==> src/rtl/pfcg_defs.svh <==
// constants for the pin function and clock gate block
`ifndef PFCG_DEFS_SVH
`define PFCG_DEFS_SVH
`define PFCG_OFS_PAD_SEL 4'h0b
`define PFCG_OFS_CLK_GATE 4'h0c
`define PFCG_RST_VAL 16'h0000
`define PFCG_PAD_SEL_MASK 16'hcfff
`define PFCG_CLK_GATE_MASK 16'ha055
`define PFCG_BIT_TIMER_RATE 15
`define PFCG_BIT_PWM_RATE 14
`define PFCG_BIT_B7 11
`define PFCG_BIT_B6 10
`define PFCG_BIT_B5 9
`define PFCG_BIT_B4 8
`define PFCG_BIT_B3 7
`define PFCG_BIT_B2 6
`define PFCG_BIT_B1 5
`define PFCG_BIT_B0 4
`define PFCG_A5_HI 3
`define PFCG_A5_LO 2
`define PFCG_A4_HI 1
`define PFCG_A4_LO 0
`define PFCG_BIT_I2C 15
`define PFCG_BIT_ADC 13
`define PFCG_BIT_TMR 6
`define PFCG_BIT_UART 4
`define PFCG_BIT_SPI 2
`define PFCG_BIT_PWM 0
`define PFCG_SEL_SYS 5'h00
`define PFCG_SEL_MOSC 5'h09
`define PFCG_SEL_ADC 5'h0b
`define PFCG_SEL_JTAG 5'h0c
`define PFCG_SEL_PER 5'h0d
`define PFCG_SEL_PERN 5'h0e
`define PFCG_SEL_HSPER 5'h0f
`define PFCG_A_FAULT 2'h2
`define PFCG_A_TIMER 2'h3
`endif

==> src/rtl/pfcg_pkg.sv <==
// types for the pin function and clock gate block
package pfcg_pkg;
  typedef logic [15:0] pfcg_word_t;
  typedef logic [4:0] pfcg_clksel_t;
  typedef logic [3:0] pfcg_addr_t;
endpackage

==> src/rtl/pfcg_if.sv <==
// link between the pin function block and its peripheral and pad side
`timescale 1ns/1ns
`default_nettype none
interface pfcg_if;
  // peripheral clock sources
  logic clk_sys;
  logic clk_mosc;
  logic clk_adc;
  logic clk_jtag;
  logic clk_per;
  logic clk_hsper;
  // pad handover and pad levels, bits 7..0 port b, 9..8 port a pins 5..4
  logic [9:0] periph_en;
  logic [9:0] pad_in;
  logic [9:0] pad_out;
  logic [9:0] pad_oe;
  // peripheral signals
  logic uart_tx;
  logic uart_rx;
  logic i2c_scl_out;
  logic i2c_scl_oe;
  logic i2c_scl_in;
  logic i2c_sda_out;
  logic i2c_sda_oe;
  logic i2c_sda_in;
  logic [3:0] tmr_out;
  logic [3:0] tmr_oe;
  logic [3:0] tmr_in;
  logic [2:0] pwm_fault;
  logic [1:0] pwm_out;
  logic spi_mosi_out;
  logic spi_mosi_oe;
  logic spi_mosi_in;
  logic spi_miso_out;
  logic spi_miso_oe;
  logic spi_miso_in;
  logic spi_ss_in;
  logic spi_sclk_out;
  logic spi_sclk_oe;
  logic spi_sclk_in;
  // clock controls
  logic [5:0] clk_enable;
  logic timer_rate_3x;
  logic pwm_rate_3x;
  modport dev (
    input clk_sys, clk_mosc, clk_adc, clk_jtag, clk_per, clk_hsper,
    input periph_en, pad_in, uart_tx, i2c_scl_out, i2c_scl_oe, i2c_sda_out,
    input i2c_sda_oe, tmr_out, tmr_oe, pwm_out, spi_mosi_out, spi_mosi_oe,
    input spi_miso_out, spi_miso_oe, spi_sclk_out, spi_sclk_oe,
    output pad_out, pad_oe, uart_rx, i2c_scl_in, i2c_sda_in, tmr_in,
    output pwm_fault, spi_mosi_in, spi_miso_in, spi_ss_in, spi_sclk_in,
    output clk_enable, timer_rate_3x, pwm_rate_3x
  );
  modport per (
    output clk_sys, clk_mosc, clk_adc, clk_jtag, clk_per, clk_hsper,
    output periph_en, pad_in, uart_tx, i2c_scl_out, i2c_scl_oe, i2c_sda_out,
    output i2c_sda_oe, tmr_out, tmr_oe, pwm_out, spi_mosi_out, spi_mosi_oe,
    output spi_miso_out, spi_miso_oe, spi_sclk_out, spi_sclk_oe,
    input pad_out, pad_oe, uart_rx, i2c_scl_in, i2c_sda_in, tmr_in,
    input pwm_fault, spi_mosi_in, spi_miso_in, spi_ss_in, spi_sclk_in,
    input clk_enable, timer_rate_3x, pwm_rate_3x
  );
endinterface
`default_nettype wire

==> src/rtl/pfcg_device_end.sv <==
// device end: pad function select, clock gates and clock output mux
`timescale 1ns/1ns
`default_nettype none
`include "pfcg_defs.svh"
module pfcg_device_end
  import pfcg_pkg::*;
(
  // clock and reset
  input wire logic clk_i,
  input wire logic rst_n_i,
  // register port
  input wire logic reg_wr_i,
  input wire logic reg_rd_i,
  input wire logic [3:0] reg_addr_i,
  input wire logic [15:0] reg_wdata_i,
  output logic [15:0] reg_rdata_o,
  // clock output control
  input wire logic [4:0] clock_out_select_i,
  input wire logic clock_out_disable_i,
  output logic clock_out_signal_o,
  // link
  pfcg_if.dev lnk
);
  pfcg_word_t pad_sel_reg, pad_sel_next;
  pfcg_word_t clk_gate_reg, clk_gate_next;
  pfcg_word_t rdata_reg, rdata_next;
  logic clock_out_signal_reg, clock_out_signal_next;
  logic clk_pick;
  logic [9:0] po, poe;
  logic [15:0] s;
  logic [9:0] en;
  logic [9:0] pin;
  // register writes, reserved bits masked
  always_comb begin
    pad_sel_next = pad_sel_reg;
    clk_gate_next = clk_gate_reg;
    rdata_next = 16'h0000;
    if (reg_wr_i && reg_addr_i == `PFCG_OFS_PAD_SEL) begin
      pad_sel_next = reg_wdata_i & `PFCG_PAD_SEL_MASK;
    end
    if (reg_wr_i && reg_addr_i == `PFCG_OFS_CLK_GATE) begin
      clk_gate_next = reg_wdata_i & `PFCG_CLK_GATE_MASK;
    end
    if (reg_rd_i && reg_addr_i == `PFCG_OFS_PAD_SEL) begin
      rdata_next = pad_sel_reg;
    end
    if (reg_rd_i && reg_addr_i == `PFCG_OFS_CLK_GATE) begin
      rdata_next = clk_gate_reg;
    end
  end
  always_ff @(posedge clk_i or negedge rst_n_i) begin
    if (!rst_n_i) begin
      pad_sel_reg <= `PFCG_RST_VAL;
      clk_gate_reg <= `PFCG_RST_VAL;
      rdata_reg <= `PFCG_RST_VAL;
    end else begin
      pad_sel_reg <= pad_sel_next;
      clk_gate_reg <= clk_gate_next;
      rdata_reg <= rdata_next;
    end
  end
  assign reg_rdata_o = rdata_reg;
  // clock controls straight from the registers
  assign lnk.timer_rate_3x = pad_sel_reg[`PFCG_BIT_TIMER_RATE];
  assign lnk.pwm_rate_3x = pad_sel_reg[`PFCG_BIT_PWM_RATE];
  assign lnk.clk_enable = {clk_gate_reg[`PFCG_BIT_I2C], clk_gate_reg[`PFCG_BIT_ADC],
    clk_gate_reg[`PFCG_BIT_TMR], clk_gate_reg[`PFCG_BIT_UART],
    clk_gate_reg[`PFCG_BIT_SPI], clk_gate_reg[`PFCG_BIT_PWM]};
  // clock pick, sampled; a test path, so glitches at switch are accepted
  always_comb begin
    clk_pick = 1'b0;
    case (clock_out_select_i)
      `PFCG_SEL_SYS: clk_pick = lnk.clk_sys;
      `PFCG_SEL_MOSC: clk_pick = lnk.clk_mosc;
      `PFCG_SEL_ADC: clk_pick = lnk.clk_adc;
      `PFCG_SEL_JTAG: clk_pick = lnk.clk_jtag;
      `PFCG_SEL_PER: clk_pick = lnk.clk_per;
      `PFCG_SEL_PERN: clk_pick = ~lnk.clk_per;
      `PFCG_SEL_HSPER: clk_pick = lnk.clk_hsper;
      default: clk_pick = 1'b0;
    endcase
    clock_out_signal_next = clock_out_disable_i ? 1'b0 : clk_pick;
  end
  always_ff @(posedge clk_i or negedge rst_n_i) begin
    if (!rst_n_i) begin
      clock_out_signal_reg <= 1'b0;
    end else begin
      clock_out_signal_reg <= clock_out_signal_next;
    end
  end
  assign clock_out_signal_o = clock_out_signal_reg;
  // pad output routing, index 0..7 port b, 8 a4, 9 a5
  assign s = pad_sel_reg;
  assign en = lnk.periph_en;
  assign pin = lnk.pad_in & en;
  always_comb begin
    po[7] = s[`PFCG_BIT_B7] ? lnk.i2c_scl_out : lnk.uart_tx;
    poe[7] = s[`PFCG_BIT_B7] ? lnk.i2c_scl_oe : 1'b1;
    po[6] = s[`PFCG_BIT_B6] ? lnk.i2c_sda_out : 1'b0;
    poe[6] = s[`PFCG_BIT_B6] ? lnk.i2c_sda_oe : 1'b0;
    po[5] = s[`PFCG_BIT_B5] ? 1'b0 : lnk.tmr_out[1];
    poe[5] = s[`PFCG_BIT_B5] ? 1'b0 : lnk.tmr_oe[1];
    po[4] = s[`PFCG_BIT_B4] ? clock_out_signal_reg : lnk.tmr_out[0];
    poe[4] = s[`PFCG_BIT_B4] ? 1'b1 : lnk.tmr_oe[0];
    po[3] = s[`PFCG_BIT_B3] ? lnk.tmr_out[3] : lnk.spi_mosi_out;
    poe[3] = s[`PFCG_BIT_B3] ? lnk.tmr_oe[3] : lnk.spi_mosi_oe;
    po[2] = s[`PFCG_BIT_B2] ? lnk.tmr_out[2] : lnk.spi_miso_out;
    poe[2] = s[`PFCG_BIT_B2] ? lnk.tmr_oe[2] : lnk.spi_miso_oe;
    po[1] = s[`PFCG_BIT_B1] ? lnk.i2c_sda_out : 1'b0;
    poe[1] = s[`PFCG_BIT_B1] ? lnk.i2c_sda_oe : 1'b0;
    po[0] = s[`PFCG_BIT_B0] ? lnk.i2c_scl_out : lnk.spi_sclk_out;
    poe[0] = s[`PFCG_BIT_B0] ? lnk.i2c_scl_oe : lnk.spi_sclk_oe;
    unique case (s[`PFCG_A4_HI:`PFCG_A4_LO])
      `PFCG_A_FAULT: begin
        po[8] = 1'b0;
        poe[8] = 1'b0;
      end
      `PFCG_A_TIMER: begin
        po[8] = lnk.tmr_out[2];
        poe[8] = lnk.tmr_oe[2];
      end
      default: begin
        po[8] = lnk.pwm_out[0];
        poe[8] = 1'b1;
      end
    endcase
    unique case (s[`PFCG_A5_HI:`PFCG_A5_LO])
      `PFCG_A_FAULT: begin
        po[9] = 1'b0;
        poe[9] = 1'b0;
      end
      `PFCG_A_TIMER: begin
        po[9] = lnk.tmr_out[3];
        poe[9] = lnk.tmr_oe[3];
      end
      default: begin
        po[9] = lnk.pwm_out[1];
        poe[9] = 1'b1;
      end
    endcase
  end
  // gpio enable has final say over the pad
  assign lnk.pad_out = po & en;
  assign lnk.pad_oe = poe & en;
  // peripheral inputs; shared signals are ored across pads
  assign lnk.uart_rx = pin[6] & ~s[`PFCG_BIT_B6];
  assign lnk.i2c_scl_in = (pin[7] & s[`PFCG_BIT_B7]) | (pin[0] & s[`PFCG_BIT_B0]);
  assign lnk.i2c_sda_in = (pin[6] & s[`PFCG_BIT_B6]) | (pin[1] & s[`PFCG_BIT_B1]);
  assign lnk.tmr_in[0] = pin[4] & ~s[`PFCG_BIT_B4];
  assign lnk.tmr_in[1] = pin[5] & ~s[`PFCG_BIT_B5];
  assign lnk.tmr_in[2] = (pin[2] & s[`PFCG_BIT_B2])
    | (pin[8] & (s[`PFCG_A4_HI:`PFCG_A4_LO] == `PFCG_A_TIMER));
  assign lnk.tmr_in[3] = (pin[3] & s[`PFCG_BIT_B3])
    | (pin[9] & (s[`PFCG_A5_HI:`PFCG_A5_LO] == `PFCG_A_TIMER));
  assign lnk.pwm_fault[0] = pin[8] & (s[`PFCG_A4_HI:`PFCG_A4_LO] == `PFCG_A_FAULT);
  assign lnk.pwm_fault[1] = pin[9] & (s[`PFCG_A5_HI:`PFCG_A5_LO] == `PFCG_A_FAULT);
  assign lnk.pwm_fault[2] = pin[5] & s[`PFCG_BIT_B5];
  assign lnk.spi_mosi_in = pin[3] & ~s[`PFCG_BIT_B3];
  assign lnk.spi_miso_in = pin[2] & ~s[`PFCG_BIT_B2];
  assign lnk.spi_ss_in = pin[1] & ~s[`PFCG_BIT_B1];
  assign lnk.spi_sclk_in = pin[0] & ~s[`PFCG_BIT_B0];
endmodule // pfcg_device_end
`default_nettype wire

==> src/flat_wrapper.sv <==
// flat-port wrapper written by rule: the top's interface ports become plain ports
module pfcg_device_end_flat import pfcg_pkg::*;
  (clk_i, rst_n_i, reg_wr_i, reg_rd_i, reg_addr_i, reg_wdata_i, reg_rdata_o, clock_out_select_i, clock_out_disable_i, clock_out_signal_o, lnk_clk_sys, lnk_clk_mosc, lnk_clk_adc, lnk_clk_jtag, lnk_clk_per, lnk_clk_hsper, lnk_periph_en, lnk_pad_in, lnk_uart_tx, lnk_i2c_scl_out, lnk_i2c_scl_oe, lnk_i2c_sda_out, lnk_i2c_sda_oe, lnk_tmr_out, lnk_tmr_oe, lnk_pwm_out, lnk_spi_mosi_out, lnk_spi_mosi_oe, lnk_spi_miso_out, lnk_spi_miso_oe, lnk_spi_sclk_out, lnk_spi_sclk_oe, lnk_pad_out, lnk_pad_oe, lnk_uart_rx, lnk_i2c_scl_in, lnk_i2c_sda_in, lnk_tmr_in, lnk_pwm_fault, lnk_spi_mosi_in, lnk_spi_miso_in, lnk_spi_ss_in, lnk_spi_sclk_in, lnk_clk_enable, lnk_timer_rate_3x, lnk_pwm_rate_3x);
  pfcg_if lnk_i ();
  input wire logic clk_i;
  input wire logic rst_n_i;
  input wire logic reg_wr_i;
  input wire logic reg_rd_i;
  input wire logic [3:0] reg_addr_i;
  input wire logic [15:0] reg_wdata_i;
  output logic [15:0] reg_rdata_o;
  input wire logic [4:0] clock_out_select_i;
  input wire logic clock_out_disable_i;
  output logic clock_out_signal_o;
  input wire logic [$bits(lnk_i.clk_sys)-1:0] lnk_clk_sys;
  input wire logic [$bits(lnk_i.clk_mosc)-1:0] lnk_clk_mosc;
  input wire logic [$bits(lnk_i.clk_adc)-1:0] lnk_clk_adc;
  input wire logic [$bits(lnk_i.clk_jtag)-1:0] lnk_clk_jtag;
  input wire logic [$bits(lnk_i.clk_per)-1:0] lnk_clk_per;
  input wire logic [$bits(lnk_i.clk_hsper)-1:0] lnk_clk_hsper;
  input wire logic [$bits(lnk_i.periph_en)-1:0] lnk_periph_en;
  input wire logic [$bits(lnk_i.pad_in)-1:0] lnk_pad_in;
  input wire logic [$bits(lnk_i.uart_tx)-1:0] lnk_uart_tx;
  input wire logic [$bits(lnk_i.i2c_scl_out)-1:0] lnk_i2c_scl_out;
  input wire logic [$bits(lnk_i.i2c_scl_oe)-1:0] lnk_i2c_scl_oe;
  input wire logic [$bits(lnk_i.i2c_sda_out)-1:0] lnk_i2c_sda_out;
  input wire logic [$bits(lnk_i.i2c_sda_oe)-1:0] lnk_i2c_sda_oe;
  input wire logic [$bits(lnk_i.tmr_out)-1:0] lnk_tmr_out;
  input wire logic [$bits(lnk_i.tmr_oe)-1:0] lnk_tmr_oe;
  input wire logic [$bits(lnk_i.pwm_out)-1:0] lnk_pwm_out;
  input wire logic [$bits(lnk_i.spi_mosi_out)-1:0] lnk_spi_mosi_out;
  input wire logic [$bits(lnk_i.spi_mosi_oe)-1:0] lnk_spi_mosi_oe;
  input wire logic [$bits(lnk_i.spi_miso_out)-1:0] lnk_spi_miso_out;
  input wire logic [$bits(lnk_i.spi_miso_oe)-1:0] lnk_spi_miso_oe;
  input wire logic [$bits(lnk_i.spi_sclk_out)-1:0] lnk_spi_sclk_out;
  input wire logic [$bits(lnk_i.spi_sclk_oe)-1:0] lnk_spi_sclk_oe;
  output wire logic [$bits(lnk_i.pad_out)-1:0] lnk_pad_out;
  output wire logic [$bits(lnk_i.pad_oe)-1:0] lnk_pad_oe;
  output wire logic [$bits(lnk_i.uart_rx)-1:0] lnk_uart_rx;
  output wire logic [$bits(lnk_i.i2c_scl_in)-1:0] lnk_i2c_scl_in;
  output wire logic [$bits(lnk_i.i2c_sda_in)-1:0] lnk_i2c_sda_in;
  output wire logic [$bits(lnk_i.tmr_in)-1:0] lnk_tmr_in;
  output wire logic [$bits(lnk_i.pwm_fault)-1:0] lnk_pwm_fault;
  output wire logic [$bits(lnk_i.spi_mosi_in)-1:0] lnk_spi_mosi_in;
  output wire logic [$bits(lnk_i.spi_miso_in)-1:0] lnk_spi_miso_in;
  output wire logic [$bits(lnk_i.spi_ss_in)-1:0] lnk_spi_ss_in;
  output wire logic [$bits(lnk_i.spi_sclk_in)-1:0] lnk_spi_sclk_in;
  output wire logic [$bits(lnk_i.clk_enable)-1:0] lnk_clk_enable;
  output wire logic [$bits(lnk_i.timer_rate_3x)-1:0] lnk_timer_rate_3x;
  output wire logic [$bits(lnk_i.pwm_rate_3x)-1:0] lnk_pwm_rate_3x;
  assign lnk_i.clk_sys = lnk_clk_sys;
  assign lnk_i.clk_mosc = lnk_clk_mosc;
  assign lnk_i.clk_adc = lnk_clk_adc;
  assign lnk_i.clk_jtag = lnk_clk_jtag;
  assign lnk_i.clk_per = lnk_clk_per;
  assign lnk_i.clk_hsper = lnk_clk_hsper;
  assign lnk_i.periph_en = lnk_periph_en;
  assign lnk_i.pad_in = lnk_pad_in;
  assign lnk_i.uart_tx = lnk_uart_tx;
  assign lnk_i.i2c_scl_out = lnk_i2c_scl_out;
  assign lnk_i.i2c_scl_oe = lnk_i2c_scl_oe;
  assign lnk_i.i2c_sda_out = lnk_i2c_sda_out;
  assign lnk_i.i2c_sda_oe = lnk_i2c_sda_oe;
  assign lnk_i.tmr_out = lnk_tmr_out;
  assign lnk_i.tmr_oe = lnk_tmr_oe;
  assign lnk_i.pwm_out = lnk_pwm_out;
  assign lnk_i.spi_mosi_out = lnk_spi_mosi_out;
  assign lnk_i.spi_mosi_oe = lnk_spi_mosi_oe;
  assign lnk_i.spi_miso_out = lnk_spi_miso_out;
  assign lnk_i.spi_miso_oe = lnk_spi_miso_oe;
  assign lnk_i.spi_sclk_out = lnk_spi_sclk_out;
  assign lnk_i.spi_sclk_oe = lnk_spi_sclk_oe;
  assign lnk_pad_out = lnk_i.pad_out;
  assign lnk_pad_oe = lnk_i.pad_oe;
  assign lnk_uart_rx = lnk_i.uart_rx;
  assign lnk_i2c_scl_in = lnk_i.i2c_scl_in;
  assign lnk_i2c_sda_in = lnk_i.i2c_sda_in;
  assign lnk_tmr_in = lnk_i.tmr_in;
  assign lnk_pwm_fault = lnk_i.pwm_fault;
  assign lnk_spi_mosi_in = lnk_i.spi_mosi_in;
  assign lnk_spi_miso_in = lnk_i.spi_miso_in;
  assign lnk_spi_ss_in = lnk_i.spi_ss_in;
  assign lnk_spi_sclk_in = lnk_i.spi_sclk_in;
  assign lnk_clk_enable = lnk_i.clk_enable;
  assign lnk_timer_rate_3x = lnk_i.timer_rate_3x;
  assign lnk_pwm_rate_3x = lnk_i.pwm_rate_3x;
  pfcg_device_end u_core (.clk_i(clk_i), .rst_n_i(rst_n_i), .reg_wr_i(reg_wr_i), .reg_rd_i(reg_rd_i), .reg_addr_i(reg_addr_i), .reg_wdata_i(reg_wdata_i), .reg_rdata_o(reg_rdata_o), .clock_out_select_i(clock_out_select_i), .clock_out_disable_i(clock_out_disable_i), .clock_out_signal_o(clock_out_signal_o), .lnk(lnk_i));
endmodule
==> config.mk <==
export PLATFORM = sky130hd
export DESIGN_NAME = pfcg_device_end_flat
export DESIGN_NICKNAME = d
export VERILOG_FILES = /design/src/rtl/pfcg_pkg.sv /design/src/rtl/pfcg_if.sv /design/src/rtl/pfcg_device_end.sv /design/src/flat_wrapper.sv
export VERILOG_INCLUDE_DIRS = /design/src /design/src/rtl
export SDC_FILE = /design/constraint.sdc
export NUM_CORES = 1
export LEC_CHECK = 0
export CORE_MARGIN = 1.5
export CORE_UTILIZATION = 52
export CTS_CLUSTER_DIAMETER = 200
export CTS_CLUSTER_SIZE = 24
export DETAILED_ROUTE_END_ITERATION = 10
export DONT_BUFFER_PORTS = 1
export PLACE_DENSITY = 0.67
export RECOVER_POWER = 100
export SLEW_MARGIN = 5
export SYNTH_ARGS = -nofsm -noshare
export SYNTH_HDL_FRONTEND = slang
export SYNTH_SLANG_ARGS = --single-unit
==> constraint.sdc <==
create_clock -name clk_i -period 1 [get_ports clk_i]
set_input_delay 0.1 -clock clk_i [delete_from_list [all_inputs] [get_ports clk_i]]
set_output_delay 0.1 -clock clk_i [all_outputs]
set_load 0.03 [all_outputs]
Yosys cells after proc, flatten, opt, wreduce, memory -nomap -nowiden
Cells that the tools add are included.
- bits in registers: 37
- logic and storage cells: 78
- bits of input ports: 77
- output and inout port bits: 59
- equality and inequality tests: 12
- mux-type cells: 24
- bitwise logic cells: 33
- reductions and logical operators: 5
- operators with widths (cell ; number):
    16-bit two-way mux ; 2
    10-bit bitwise AND ; 3
    5-bit by 4-bit == test with 1-bit output, second input constant ; 6
    1-bit bitwise AND ; 18
    1-bit two-way mux ; 17
    2-bit == test, second input constant ; 4
    4-bit == test, second input constant ; 2
    1-bit NOT ; 8
    1-bit case mux with 2 select lines ; 4
    1-bit case mux with 7 select lines ; 1
    5-bit zero test ; 1
    1-bit logical AND ; 4
    1-bit OR ; 4

Depth between registers and ports, before layout
- depth in word-level cells: 4
- mapped depth: 5
- mapped depth without buffers: 3

Worst setup path after synthesis
Ideal clock, no wire load.
- kind: reg-to-output
- start point: reg u_core.pad_sel_reg[1]
- end point: out lnk_pad_out[8]
- slack: -337 ps
- path buffers: 0
- arrival: 1237 ps
- required time: 900 ps
- stages on the path, launching flop included: 3
- cell sequence: dfrtp_1 nand2b_1 a21boi_0
- longest elaborated chain between the ends: 3
- elaborated cells between the ends (all ways): 4
- those cells by class: eq/ne (2); mux (1); bitwise (1)
- RTL lines (element ; RTL line ; RTL):
    from (decl) ; pfcg_device_end.sv:24 ; pfcg_word_t pad_sel_reg, pad_sel_next;
    from (signal assigned) ; pfcg_device_end.sv:53 ; pad_sel_reg <= `PFCG_RST_VAL;
    from (signal assigned) ; pfcg_device_end.sv:57 ; pad_sel_reg <= pad_sel_next;
    2-bit == test ; pfcg_device_end.sv:113 ; unique case (s[`PFCG_A4_HI:`PFCG_A4_LO])
    1-bit case mux with 2 select lines * ; pfcg_device_end.sv:113 ;
    10-bit bitwise AND * ; pfcg_device_end.sv:143 ; assign lnk.pad_out = po & en;
    to (decl) ; flat_wrapper.sv:37 ; output wire logic [$bits(lnk_i.pad_out)-1:0] lnk_pad_out;
Every way passes the cells marked *; elsewhere a longest branch is shown, timed or not.

Worst setup path after layout
- start point: reg u_core.pad_sel_reg[6]
- end point: out lnk_pad_oe[2]
- longest elaborated chain between the ends: 2
- RTL lines (element ; RTL line ; RTL):
    1-bit two-way mux ; pfcg_device_end.sv:108 ; poe[2] = s[`PFCG_BIT_B2] ? lnk.tmr_oe[2] : lnk.spi_miso_oe;
    10-bit bitwise AND ; pfcg_device_end.sv:144 ; assign lnk.pad_oe = poe & en;
    to (decl) ; flat_wrapper.sv:38 ; output wire logic [$bits(lnk_i.pad_oe)-1:0] lnk_pad_oe;
Every way passes these cells.

==> results.md <==
* Setup TNS at -9.240 ns
* Combinational fraction of design power at 43.0%
* Antenna violations before repair at 0
* Synth top area cells: dfrtp_1 48%, mux2_4 13%, and2_1 4.4%
* Maximum vdd drop at 1020 µV
* Root Buffer Master: clkbuf_4
* CP arrival at roughly 1.3 ns
* N_diodes at 0
* Clock share of power at approximately 17%
* Fin worst setup slack at -0.4339 ns
* Routed length per instance at 20.15 µm
* Max FO, Critical Path at 5
* EDFF count, synth at 0
* Placeable Area at ~3400 µm²
* Yosys reg bits at 36
* Yosys warnings at 0
* Reg2Reg Depth at 4
* Largest net degree at the start of global routing at 37
* Count leader, synth: dfrtp_1
* Remaining DRCs at 0
* PD cells at 1661 nW/µm²
* Critical Path Source Type: register
* Sink Count at 36
* Dpl hpwl at roughly 3300 µm
* CP required at around 0.90 ns
* # H-tree levels at 2
* Top cells by count, synth: 36 x dfrtp_1, 16 x mux2_4, 15 x nand2_1, 13 x and2_1
* Starting Density at between 50% and 60%
* Tot GR Track Use at a little over a quarter
* M3 GR Usage at 8.829%
* CP Class: register to primary output
* IO Pins at 136
* Synthesized area at between 1500 and 2000 µm²
* DRT Wirelength at approximately 5900 µm
* Fillers at 146
* Vias per cell at approximately 5.7
* DR vias at 1661
* Die Span Y at approximately 63 µm
* Failing checks: negative setup slack
* First-pass GRT wire length at 8135 µm
* First drt pass iteration count at 4
* Clock-pin slew on the worst setup and hold paths at between 0.1 and 0.15 ns
* Hold-critical path depth at 2
* Critical-path cell list: mux2i_2 -> nor2b_2 -> buf_6
* Final period util at 143.4%
* Met2 Usage GRT at 49.87%
* Pleak at approximately 1.4 nW
* Sequential element share of the synthesized area at 48.29%
* Grt total ovfl at 0
* Synth Net Count at about 240
* PortBufs at 0
* RSZ-0062 raised after global routing: true
* Synth Flop Type: dfrtp_1
* Setup violations, final at between 40 and 50
* Area growth, synth to finish at 58.35%
* Fin cells at about 300
* Final net count at ~320
* Status: finished, violations left
* Area leader, netlist: dfrtp_1
* Clk buf depth at 2
* Avg Inst Size Synth at 11.31 µm²
* FFs w/ async S/R, synth at 100.0%
* Clk_lat worst skew at 0.33 ns
* Flop pwr share at about two fifths
* Hold Startpoint: clock_out_select_i[1]
* Endpoint class of the critical path: primary output
* Max reg flops at 15
* Post-synth top area share at 48.29%
* Synth unique cells at 30
* Internal at roughly 3.2 mW
* Final antenna-violating net count at 0
* Max-cap violations at 0
* Num rows at 21
* Post-route minimum period at around 1.4 ns
* Fin. Hold Viols at 0
* Placed Instances at 240
* Die width at ~63 µm
* CTS buffer count at 5
* Reg-to-Reg Start: u_core.pad_sel_reg[11]
* Finished Core Util at between 80% and 90%
* Met1 Use GR at between 20% and 30%
* FF-to-FF setup slack at -0.13 ns
* Synth Instances at about 170
* Hold Path End: u_core.clock_out_signal_o
* TritonCTS clock tree: built
* Slowest stage cell, crit path: dfrtp_2
* Gr busiest metal: met2
* Layout cells sized above 1 at between 60% and 70%
* Worst R2R End: u_core.pad_sel_reg[11]
* Slew Viols, Final at 0
* Switching part of the total at about 36%
* Hold Path Class: input port to register
* RePlAce Congestion at 0.7900
* Vias in the first global route at approximately 1800
* Die ar. at a little under 4000 µm²
* F_max at approximately 700 MHz
* Slowest stage delay, CP at between 0.4 and 0.5 ns
* NetSw at ~1.8 mW
* Skew final at between 0.002 and 0.0025 ns
* DR iter-0 viols at 82
[critical path: cells and delay by family (launching register included)]
kind / cells / cell delay, ns
buf+inv: 1 / 0.14
flops: 1 / 0.47
mux: 1 / 0.29
simple gates: 1 / 0.09
[per-stage QoR]
| stage | area [µm²] | hold slack (ns) | power [mW] | setup slack [ns] |
|---|---|---|---|---|
| 2_1_floorplan | 1948 | -0.1956 | 2.924 | -0.1714 |
| 3_3_place_gp | 2195 | -0.1946 | 3.210 | -0.1587 |
| 3_5_place_dp | 2195 | -0.1945 | 3.259 | -0.1894 |
| 4_1_cts | 2816 | 0.03412 | 4.667 | -0.3342 |
| 5_1_grt | 2954 | 0.03170 | 5.108 | -0.5001 |
| 6_report | 2954 | 0.03453 | 4.908 | -0.4339 |
[worst max-delay path by stage]
stage                     startpoint                endpoint  slack, ns  depth (start not counted)
3_3_place_gp                reg_wr_i  u_core.clk_gate_reg[4]      -0.16                          3
4_1_cts        u_core.pad_sel_reg[1]          lnk_pad_out[8]      -0.33                          3
6_report       u_core.pad_sel_reg[6]           lnk_pad_oe[2]      -0.43                          3
5_1_grt        u_core.pad_sel_reg[6]          lnk_pad_out[2]      -0.50                          3
3_5_place_dp                reg_wr_i  u_core.clk_gate_reg[4]      -0.19                          3
2_1_floorplan          reg_addr_i[1]  u_core.clk_gate_reg[0]      -0.17                          3
[per-layer routing]
layer,share of wire (%),wire length (µm),vias to the layer above
met3,8.3,491,10
met1,36,2107,809
li1,-,-,733
met2,54,3195,109
met5,0,0,-
met4,1.8,108,0
[cell type report]
class,count,area (µm²),share of cell area [%]
multi-input combinational,118,1111,37.61
sequential,36,920.9,31.17
timing repair buffer,81,787.0,26.64
tap,46,57.56,1.948
clock buffer,7,55.05,1.864
inverter,4,15.01,0.5083
clock inverter,1,7.507,0.2541
[cells by family after synthesis]
kind of cell	after synthesis	share of synthesized area, %
other cells	1	0.2010
flops	36	48.29
mux	29	20.19
buf+inv	11	4.091
compound gates	18	7.377
simple gates	70	19.85
[cells in the final DEF, fill, tap and decap left out, types with 2 or more instances in the layout]
| master | n |
|---|---|
| a21boi_2 | 5 |
| a22o_1 | 5 |
| and2_1 | 8 |
| and2_4 | 4 |
| and3_4 | 5 |
| buf_4 | 21 |
| buf_6 | 37 |
| clkbuf_1 | 3 |
| clkbuf_4 | 7 |
| dfrtp_1 | 20 |
| dfrtp_2 | 16 |
| dlygate4sd3_1 | 19 |
| inv_1 | 3 |
| mux2_2 | 5 |
| mux2_4 | 16 |
| mux2i_1 | 7 |
| nand2_1 | 11 |
| nand2_4 | 3 |
| nand2b_4 | 2 |
| nand3_1 | 4 |
| nand3_2 | 4 |
| nand3_4 | 2 |
| nor2_1 | 3 |
| nor2_2 | 4 |
| nor2_4 | 3 |
| nor2b_2 | 9 |
| o21ai_2 | 2 |
| or3_1 | 2 |
[power by group through the flow]
stage          registers (mW)  clock network [mW]  logic, mW
3_3_place_gp             1.93                   0       1.28
2_1_floorplan            2.02                   0      0.901
6_report                 1.96               0.841       2.11
5_1_grt                  1.99               0.921       2.20
4_1_cts                  1.91               0.835       1.93
3_5_place_dp             1.95                   0       1.31
[timing repair]
item | CTS | global route
hold buffers | 20 | 0
gates cloned | 0 | 0
pin swaps | 15 | 9
endpoints found under the setup margin | 43 | 55
endpoints found under the hold margin | 57 | 0
gates resized for setup | 59 | 46
setup buffers | 21 | 5
Power figures use the tool's default switching activity.
